**config.mk**
```make
export PLATFORM = sky130hd
export DESIGN_NAME = host_port_pins
export DESIGN_NICKNAME = d
export VERILOG_FILES = /design/src/hdl/host_port_pkg.sv /design/src/hdl/pin_sync.sv /design/src/hdl/host_port_pins.sv
export SDC_FILE = /design/constraint.sdc
export NUM_CORES = 1
export LEC_CHECK = 0
export ABC_AREA = 1
export BUFFER_PORTS_ARGS = -buffer_cell sky130_fd_sc_hd__clkbuf_2
export CORE_MARGIN = 2
export CORE_UTILIZATION = 33
export DETAILED_ROUTE_END_ITERATION = 10
export PLACE_DENSITY = 0.5
export SYNTH_ARGS = -nofsm -noshare
export SYNTH_HDL_FRONTEND = slang
export SYNTH_SLANG_ARGS = --single-unit
```
**constraint.sdc**
```tcl
create_clock -name CORE_CLK_IN -period 3.3 [get_ports CORE_CLK_IN]
set_input_delay 0.495 -clock CORE_CLK_IN [delete_from_list [all_inputs] [get_ports CORE_CLK_IN]]
set_output_delay 0.495 -clock CORE_CLK_IN [all_outputs]
set_load 0.01 [all_outputs]
```
**src/hdl/host_port_pkg.sv**
```systemverilog
`default_nettype none
// ==========================================================================
// Shared constants and carriers for the SRAM-style host port
package host_port_pkg;
  // Pin and path widths
  localparam int ADDR_W = 7;            // Word address pins, A7..A1
  localparam int HALF_W = 16;           // Host data bus
  localparam int WORD_W = 32;           // Internal data path
  localparam int WADDR_W = 6;           // Internal 32-bit word index, A7..A2
  localparam int IRQ_SRC_W = 8;         // Interrupt sources offered to the pin
  // Field positions inside the host address
  localparam int HALF_SEL_BIT = 0;      // A1 picks the low or high half
  localparam int WADDR_LSB = 1;         // A2 is the lowest word index bit
  // Pin bundle layout, first synchroniser input
  localparam int PIN_W = ADDR_W + HALF_W + 4;
  // Timing: internal read data follow the request by this many cycles
  localparam int READ_LATENCY = 1;
  // Reset values, and the word index used in FIFO mode
  localparam logic [HALF_W-1:0] HALF_RST = 16'h0000;
  localparam logic [WORD_W-1:0] WORD_RST = 32'h0000_0000;
  localparam logic [WADDR_W-1:0] WADDR_RST = 6'h00;
  localparam logic [WADDR_W-1:0] FIFO_WADDR = 6'h00;

  // Synchronised host pins
  typedef struct packed {
    logic cs_n;
    logic rd_n;
    logic wr_n;
    logic fifo_sel;
    logic [ADDR_W-1:0] addr;
    logic [HALF_W-1:0] data;
  } host_pins_t;

  // One-cycle request towards the registers and FIFOs
  typedef struct packed {
    logic wr;
    logic rd;
    logic fifo;
    logic [WADDR_W-1:0] addr;
    logic [WORD_W-1:0] data;
  } int_req_t;
endpackage : host_port_pkg
`default_nettype wire

```
**src/hdl/pin_sync.sv**
```systemverilog
`default_nettype none
// ==========================================================================
// Two-stage synchroniser bank for asynchronous pins
module pin_sync #(
  parameter int WIDTH = 1
) (
  // Clock and control
  input wire logic clk_in,
  input wire logic rstn_in,
  input wire logic ce_in,
  // Data
  input wire logic [WIDTH-1:0] async_in,
  output logic [WIDTH-1:0] sync_out
);
  logic [WIDTH-1:0] meta_ff;
  logic [WIDTH-1:0] sync_ff;

  // First stage feeds only the second; reset state is all ones so strobes look idle
  always_ff @(posedge clk_in) begin
    if (!rstn_in) begin
      meta_ff <= '1;
      sync_ff <= '1;
    end else if (ce_in) begin
      meta_ff <= async_in;
      sync_ff <= meta_ff;
    end
  end

  assign sync_out = sync_ff;
endmodule : pin_sync
`default_nettype wire

```
**src/hdl/host_port_pins.sv**
```systemverilog
// Function
// Address A7..A1 selects registers or FIFOs by word index.
// Read strobe low marks a read access.
// Write strobe low marks a write access.
// Strobes count only while chip select is low.
// In low power, a qualified write raises the wake pulse.
// Interrupt pin: programmable polarity, source enables, push-pull or open-drain.
// FIFO select high routes accesses to FIFOs, ignoring A7..A3. Code: A2 is ignored too, the word index is fixed at 0.
// Two 16-bit host accesses make one 32-bit internal word.
// Host reads once after reset or wake before writes take effect.
// Host aims its wake-up write at the endian test register.
// Port is asynchronous; accesses framed only by chip select and strobes.
// Data bus driven only while chip select and read strobe are low. Code: drive follows the synchronised strobes, two cycles late.
`default_nettype none
// ==========================================================================
// Host port top
module host_port_pins (
  // Clock, reset, enable
  input wire logic CORE_CLK_IN,
  input wire logic RSTN_IN,
  input wire logic CE_IN,
  // Host bus pins
  input wire logic [host_port_pkg::ADDR_W-1:0] ADDR_IN,
  input wire logic CHIP_SELECT_N_IN,
  input wire logic READ_STROBE_N_IN,
  input wire logic WRITE_STROBE_N_IN,
  input wire logic FIFO_SELECT_IN,
  input wire logic [host_port_pkg::HALF_W-1:0] DATA_IN,
  output logic [host_port_pkg::HALF_W-1:0] DATA_OUT,
  output logic DATA_OE_OUT,
  // Internal register and FIFO side
  output var host_port_pkg::int_req_t INT_REQ_OUT,
  input wire logic [host_port_pkg::WORD_W-1:0] INT_RD_DATA_IN,
  // Power management
  input wire logic LOW_POWER_IN,
  output logic WAKE_OUT,
  // Interrupt pin and its configuration
  input wire logic [host_port_pkg::IRQ_SRC_W-1:0] IRQ_EVENTS_IN,
  input wire logic [host_port_pkg::IRQ_SRC_W-1:0] IRQ_ENABLE_IN,
  input wire logic IRQ_ACTIVE_HIGH_IN,
  input wire logic IRQ_OPEN_DRAIN_IN,
  output logic IRQ_OUT,
  output logic IRQ_OE_OUT
);
  // ========================================================================
  // Pin synchronisation
  typedef enum {ST_IDLE, ST_FETCH} rd_state_t;

  host_port_pkg::host_pins_t pins_raw;
  host_port_pkg::host_pins_t pins_s;
  logic rd_act;
  logic wr_act;
  logic rd_act_ff;
  logic wr_act_ff;
  logic rd_start;
  logic wr_start;
  logic half_hi;
  logic [host_port_pkg::WADDR_W-1:0] waddr;
  rd_state_t state_ff;
  logic [host_port_pkg::HALF_W-1:0] lo_wr_ff;
  logic [host_port_pkg::HALF_W-1:0] hi_rd_ff;
  logic [host_port_pkg::HALF_W-1:0] data_ff;
  logic armed_ff;
  logic wake_ff;
  host_port_pkg::int_req_t req_ff;
  logic irq_active;
  logic irq_ff;
  logic irq_oe_ff;

  assign pins_raw = '{cs_n: CHIP_SELECT_N_IN, rd_n: READ_STROBE_N_IN,
                      wr_n: WRITE_STROBE_N_IN, fifo_sel: FIFO_SELECT_IN,
                      addr: ADDR_IN, data: DATA_IN};

  pin_sync #(
    .WIDTH(host_port_pkg::PIN_W)
  ) u_sync (
    .clk_in(CORE_CLK_IN),
    .rstn_in(RSTN_IN),
    .ce_in(CE_IN),
    .async_in(pins_raw),
    .sync_out(pins_s)
  );

  // ========================================================================
  // Access framing: no bus clock, so strobe levels are sampled here
  assign rd_act = !pins_s.cs_n && !pins_s.rd_n;
  assign wr_act = !pins_s.cs_n && !pins_s.wr_n;
  assign rd_start = rd_act && !rd_act_ff;
  assign wr_start = wr_act && !wr_act_ff;
  assign half_hi = pins_s.addr[host_port_pkg::HALF_SEL_BIT];

  // FIFO mode keeps only A1, so the word index collapses to one slot
  assign waddr = pins_s.fifo_sel ? host_port_pkg::FIFO_WADDR :
                 pins_s.addr[host_port_pkg::ADDR_W-1:host_port_pkg::WADDR_LSB];

  // Previous strobe levels for start detection
  always_ff @(posedge CORE_CLK_IN) begin
    if (!RSTN_IN) begin
      rd_act_ff <= 1'b0;
      wr_act_ff <= 1'b0;
    end else if (CE_IN) begin
      rd_act_ff <= rd_act;
      wr_act_ff <= wr_act;
    end
  end

  // ========================================================================
  // Write arming: writes are dropped until a read follows reset or wake
  always_ff @(posedge CORE_CLK_IN) begin
    if (!RSTN_IN) begin
      armed_ff <= 1'b0;
    end else if (CE_IN) begin
      if (rd_start) begin
        armed_ff <= 1'b1;
      end else if (wake_ff) begin
        armed_ff <= 1'b0;
      end
    end
  end

  // Wake pulse; the waking write is not forwarded, it only wakes
  always_ff @(posedge CORE_CLK_IN) begin
    if (!RSTN_IN) begin
      wake_ff <= 1'b0;
    end else if (CE_IN) begin
      wake_ff <= wr_start && LOW_POWER_IN;
    end
  end

  assign WAKE_OUT = wake_ff;

  // ========================================================================
  // Internal request: low half writes are held, high half write sends the word
  always_ff @(posedge CORE_CLK_IN) begin
    if (!RSTN_IN) begin
      lo_wr_ff <= host_port_pkg::HALF_RST;
      req_ff <= '{wr: 1'b0, rd: 1'b0, fifo: 1'b0, addr: host_port_pkg::WADDR_RST,
                  data: host_port_pkg::WORD_RST};
    end else if (CE_IN) begin
      req_ff.wr <= 1'b0;
      req_ff.rd <= 1'b0;
      if (wr_start && !LOW_POWER_IN && armed_ff) begin
        if (half_hi) begin
          req_ff.wr <= 1'b1;
          req_ff.fifo <= pins_s.fifo_sel;
          req_ff.addr <= waddr;
          req_ff.data <= {pins_s.data, lo_wr_ff};
        end else begin
          lo_wr_ff <= pins_s.data;
        end
      end else if (rd_start && !half_hi) begin
        // Low half read fetches the whole word; a stalled FIFO pop would lose data
        req_ff.rd <= 1'b1;
        req_ff.fifo <= pins_s.fifo_sel;
        req_ff.addr <= waddr;
      end
    end
  end

  assign INT_REQ_OUT = req_ff;

  // ========================================================================
  // Read path: low half returns fetched word bits 15..0, high half the saved rest
  always_ff @(posedge CORE_CLK_IN) begin
    if (!RSTN_IN) begin
      state_ff <= ST_IDLE;
      data_ff <= host_port_pkg::HALF_RST;
      hi_rd_ff <= host_port_pkg::HALF_RST;
    end else if (CE_IN) begin
      case (state_ff)
        ST_IDLE: begin
          if (req_ff.rd) begin
            state_ff <= ST_FETCH;
          end else if (rd_start && half_hi) begin
            data_ff <= hi_rd_ff;
          end
        end
        ST_FETCH: begin
          data_ff <= INT_RD_DATA_IN[host_port_pkg::HALF_W-1:0];
          hi_rd_ff <= INT_RD_DATA_IN[host_port_pkg::WORD_W-1:host_port_pkg::HALF_W];
          state_ff <= ST_IDLE;
        end
        default: begin
          state_ff <= ST_IDLE;
        end
      endcase
    end
  end

  assign DATA_OUT = data_ff;
  // Bus drive follows the synchronised strobes, so it trails the pins by two cycles
  assign DATA_OE_OUT = rd_act;

  // ========================================================================
  // Interrupt pin: open-drain only drives while asserting, to allow sharing
  assign irq_active = |(IRQ_EVENTS_IN & IRQ_ENABLE_IN);

  always_ff @(posedge CORE_CLK_IN) begin
    if (!RSTN_IN) begin
      irq_ff <= 1'b0;
      irq_oe_ff <= 1'b0;
    end else if (CE_IN) begin
      if (IRQ_OPEN_DRAIN_IN) begin
        irq_ff <= IRQ_ACTIVE_HIGH_IN;
        irq_oe_ff <= irq_active;
      end else begin
        irq_ff <= (irq_active == IRQ_ACTIVE_HIGH_IN);
        irq_oe_ff <= 1'b1;
      end
    end
  end

  assign IRQ_OUT = irq_ff;
  assign IRQ_OE_OUT = irq_oe_ff;
endmodule : host_port_pins
`default_nettype wire

```
## Word level (Yosys, flattened, before mapping)

Cells that the tools add are included.

- Add/subtract/negate cells: 0
- Multiply operators: 0
- Divide/modulo/power cells: 0
- Order comparisons: 0
- Eq/ne operators: 6
- Shift operators: 0
- Mux-type cells: 16
- Bitwise logic cells: 2
- Reduce and logical (&&, ||, !) cells: 28

Operators with widths:

| cell | number |
|---|---|
| 2-to-1 mux 32 bit | 2 |
| 2-to-1 mux 39 bit | 1 |
| == test 32 x 1 -> 1 bit (second input constant) | 1 |
| zero test 32 bit | 1 |
| 2-to-1 mux 16 bit | 2 |
| one-hot mux 16 bit (2 select lines) | 1 |
| logical AND 1 bit | 9 |
| AND reduction 3 bit | 3 |
| AND 8 bit | 1 |
| 2-to-1 mux 8 bit | 1 |
| OR reduction 8 bit | 1 |
| zero test 1 bit | 7 |
| 2-to-1 mux 1 bit | 7 |
| 2-to-1 mux 7 bit | 1 |
| 2-to-1 mux 6 bit | 1 |
| inequality test 2 bit (second input constant) | 3 |
| AND reduction 2 bit | 3 |
| nonzero test 2 bit | 3 |
| AND reduction 4 bit | 1 |
| inequality test 2 x 1 -> 1 bit (second input constant) | 1 |
| == test 1 bit | 1 |
| NOT 1 bit | 1 |

- Register bits: 181
- Latch bits: 0
- RAM bits: 0
- Memory bits (read-only): 0
- Input bits: 81
- Output and inout port bits: 61
- Word-level logic and storage cells: 69
- Memories kept: 0

## Logic depth before layout (Yosys ltp)

- Depth after elaboration: 7
- Depth in mapped cells: 9
- Depth with buffers taken out: 8

## Hierarchy

From an unflattened synthesis, not the netlist that was laid out.

- Cells, all modules: 751
- Area total of the unflattened synthesis: 5636.7 sq um

Modules (own cells, without submodules):

| module | times used | cells an instance | area an instance (sq um) | seq. area each (sq um) |
|---|---|---|---|---|
| host_port_pins | 1 | 517 | 3736.1 | 1921.8 |
| pin_sync | 1 | 234 | 1900.6 | 1081.0 |

## Worst setup path before layout

OpenSTA, ideal clock, no wires.

- Kind: in2reg
- Start: input port LOW_POWER_IN
- End: register lo_wr_ff[1] (netlist name)
- Library setup time: 116 ps
- Arrival: 1257 ps
- Data required time: 3184 ps
- Setup slack: 1927 ps
- Cell stages on the path: 7
- Buffers on the path: 1
- Cell sequence: inv_1 nand2_1 nor2_4 nand3_4 clkbuf_2 o21ai_0 nor2_1

- Word-level cells in the longest chain between the ends: 4

RTL lines:

| what | RTL line | RTL |
|---|---|---|
| start, declared | host_port_pins.sv:35 | `input wire logic LOW_POWER_IN,` |
| zero test 1 bit | host_port_pins.sv:142 | `if (wr_start && !LOW_POWER_IN && armed_ff) begin` |
| logical AND 1 bit (2 in a row) | host_port_pins.sv:142 |  |
| AND reduction 3 bit (no source line) | n/a |  |
| end signal, assigned | host_port_pins.sv:136 | `lo_wr_ff <= host_port_pkg::HALF_RST;` |
| end signal, assigned | host_port_pins.sv:149 | `lo_wr_ff <= pins_s.data;` |
| end, declared | host_port_pins.sv:60 | `logic [host_port_pkg::HALF_W-1:0] lo_wr_ff;` |

No other way between the ends.
A chain may end at the register's enable or synchronous reset.

## Worst setup path in the final report

- Start: register u_sync.sync_ff[26], in the netlist u_sync.sync_out[26]
- End: register req_ff, in the netlist INT_REQ_OUT[3]

- Word-level cells in the longest chain between the ends: 6

RTL lines:

| what | RTL line | RTL |
|---|---|---|
| start, declared | pin_sync.sv:16 | `logic [WIDTH-1:0] sync_ff;` |
| start signal, assigned | pin_sync.sv:25 | `sync_ff <= meta_ff;` |
| zero test 1 bit | host_port_pins.sv:87 | `assign wr_act = !pins_s.cs_n && !pins_s.wr_n;` |
| logical AND 1 bit | host_port_pins.sv:87 |  |
| logical AND 1 bit | host_port_pins.sv:89 | `assign wr_start = wr_act && !wr_act_ff;` |
| logical AND 1 bit (2 in a row) | host_port_pins.sv:142 |  |
| AND reduction 3 bit (no source line) | n/a |  |
| end signal, assigned | host_port_pins.sv:137 | `req_ff <= '{wr: 1'b0, rd: 1'b0, fifo: 1'b0, addr: host_port_pkg::WADDR_RST,` |
| end, declared | host_port_pins.sv:65 | `host_port_pkg::int_req_t req_ff;` |

No other way between the ends.

==> results.cfg <==
[placement]
place.gp.congestion = 0.744
place_hpwl_um = 9060
post-place-ws_ns = 1.23
port_buffers = 141

[finish]
diodes = 0
drive_gt1_share_pct = 22.0
nets = 942
syn_to_final_growth_pct = 25.7
fillers = 1776

[clock_tree]
clock_latency_ns = 0.42
path_clk_slew_ns = 0.06
cts_root_buf = clkbuf_16
cts_setup_buffers = 0
cts_hold_buf = 0
h-tree-depth = 4
cts_tree = done
cts_buffers = 17
cts_buffer_depth = 2
cts_resized = 0
cts.sink_count = 150

[routing]
wl_per_cell_um = 12.4
vias_per_cell = 4.47
drtIter0Drc = 295
vias = 4891
postRouteAntennaNets = 0
drc = 0
wl_um = 13600
detail_route.first_pass.iterations = 4

[timing]
skew_ns = 0.0108
setup_viol = 0
tightest_slew_ns = 0.652
min_period_over_period_pct = 55.2
setup_slack_ns = 1.48
tns_ns = 0
fmax_mhz = 549
grt_setup_unrepaired = no
relSlewSlack_pct = 56.5
hold_viol_final = 0
period_minus_slack_ns = 1.82
drv_slew = 0

[floorplanning]
dieWidth_um = 134
initial_utilization_pct = 33.9
die_h_um = 134
dieArea_um2 = 18100
design.core.area_um2 = 16600
pin_count = 142
rows = 47

[run_status]
status = finished clean

[yosys]
ys_seq_area_share_pct = 53.5
synthAdderAreaFrac_pct = 0
synth.largest_area_cell = dfxtp_1
synth_xor_area_share_pct = 0
yosys.area_share.simple_pct = 27.2
synthMuxAreaShare_pct = 0
synthesis.nets = 822
yosys_register_bits = 150
syn-instance-count = 741
netlist_area_um2 = 5620
ys_types = 26
synth_top_family_by_area = simple AND/OR/NAND/NOR gates
synth_area_per_cell_um2 = 7.58
synth_compound_area_share_pct = 12.3
yosys_warnings = 0
synth.top_cells.by_area = dfxtp_1 53%, nor2_1 10%, nand2_1 9.6%
synth_top_area_share_pct = 53.5

[worst_setup_path]
critPathRequiredTime_ns = 3.65
setup.worst_path.start = u_sync.sync_out[26]
critPathMaxStageDelay_ns = 0.46
crit_type = reg2reg
worstPathMaxFanout = 34
arrival_ns = 2.17
path_buf_inv = 1
crit_path_end_kind = flop
r2r_start = u_sync.sync_out[26]
path_cells = nor2_4, nand2_2, nor2_4, nand3_4, clkinv_2, nor2_1, nor2_1
worst-path-stages = 7
worst_path_dominant_cell_family = simple AND/OR/NAND/NOR gates
slowest_stage = clkinv_2
r2r_cells = 7
crit_path_start_kind = flop

[global_route]
grt_pass1_vias = 4323
grt_start_max_net_pins = 79
antenna_found_initial = 0
gr-usage-all-layers_pct = 15.3
grt_pass1_wl_um = 22000
grt_overflow = 0

[job]
max_cap_violations = 0

[pwr]
vdd_drop_max_mv = 0.345
leakage_nw = 3.27
powerDensity_nw_per_um2 = 598

[hold_path]
worstHoldStart = CHIP_SELECT_N_IN
whs_path_depth = 3
hp-class = in2reg
==> cells in the final DEF, fill, tap and decap left out <==
cell type,n
nor2_1,154
dfxtp_1,150
nand2_1,144
clkbuf_2,140
o21ai_0,101
nand3_1,53
inv_1,38
a21oi_1,27
clkbuf_16,17
buf_4,8
nand4_1,5
bufinv_16,5
nor2_4,4
clkinv_2,4
o21ai_1,3
clkinvlp_4,3
nand2_2,2
nand3_4,2
inv_2,2
a211oi_1,2
inv_6,2
nand3_2,1
nand2_4,1
a21boi_0,1
o21a_1,1
o211ai_1,1
clkbuf_8,1
clkbuf_1,1
==> layer usage <==
metal / vias to the layer above / wire length, um / track usage, %
li1: 2626 / - / -
met1: 2163 / 6850 / 21.6
met2: 88 / 5990 / 22.4
met3: 14 / 557 / 3.94
met4: 0 / 204 / 5.61
met5: - / 0 / 0
==> sequential cells by signal, indices dropped and copies added (netlist names) <==
signal and flops:
DATA_OUT 16, INT_REQ_OUT 41, IRQ_OE_OUT 1, IRQ_OUT 1
WAKE_OUT 1, armed_ff 1, hi_rd_ff 16, lo_wr_ff 16
rd_act_ff 1, state_ff 1, u_sync.meta_ff 27, u_sync.sync_out 27
wr_act_ff 1
==> cell families after synthesis <==
| kind of cell | count (synthesis) |
|---|---|
| compound gates | 136 |
| buf+inv | 89 |
| flops | 150 |
| simple gates | 366 |
==> where the power goes <==
group | total (mW) | leakage, nW | internal, mW | switching, mW
clock network | 2.11 | 0.306 | 1.36 | 0.751
registers | 1.90 | 1.22 | 1.86 | 0.0341
logic | 0.219 | 1.74 | 0.0896 | 0.129
==> area by class of cell <==
type	count	area, um2	share of cell area [%]
Clock buffer	19	443	6.27
Clock inverter	12	200	2.83
Inverter	42	160	2.27
Multi-Input combinational cell	502	2220	31.5
Sequential cell	150	3000	42.5
Tap cell	220	275	3.90
Timing Repair Buffer	148	761	10.8
==> final timing paths <==
kind | endpoint | slack, ns
setup reg to reg | INT_REQ_OUT[3] | 1.48
hold reg to reg | hi_rd_ff[7] | 0.45
setup / recovery | INT_REQ_OUT[3] | 1.48
hold / removal | u_sync.meta_ff[26] | 0.28
==> worst min-delay path: stages <==
cell and delay (ns):
clkbuf_2 0.08, nand2_1 0.04, nand3_1 0.06
==> per-stage QoR <==
| step | instance area (um2) | cells | hold WS (ns) | power, mW | util [%] |
|---|---|---|---|---|---|
| after global routing | 7060 | 1093 | 0.274 | 4.41 | 42.6 |
| after CTS | 7060 | 1093 | 0.269 | 4.29 | 42.6 |
| final | 7060 | 1093 | 0.276 | 4.23 | 42.6 |
| after floorplan | 5620 | 741 | 0.424 | 2.06 | - |
| after global placement | 6420 | 1062 | 0.435 | 2.16 | 38.7 |
| after detailed placement | 6420 | 1062 | 0.441 | 2.16 | 38.7 |
==> Yosys cell counts, drive strengths merged <==
cell type / instances
inv: 40
buf: 15
a21oi: 27
nand2: 147
clkbuf: 32
o21ai: 104
o211ai: 1
nor2: 158
nand3: 56
a21boi: 1
nand4: 5
o21a: 1
clkinv: 2
a211oi: 2
dfxtp: 150
(Power assumes the default switching activity.)
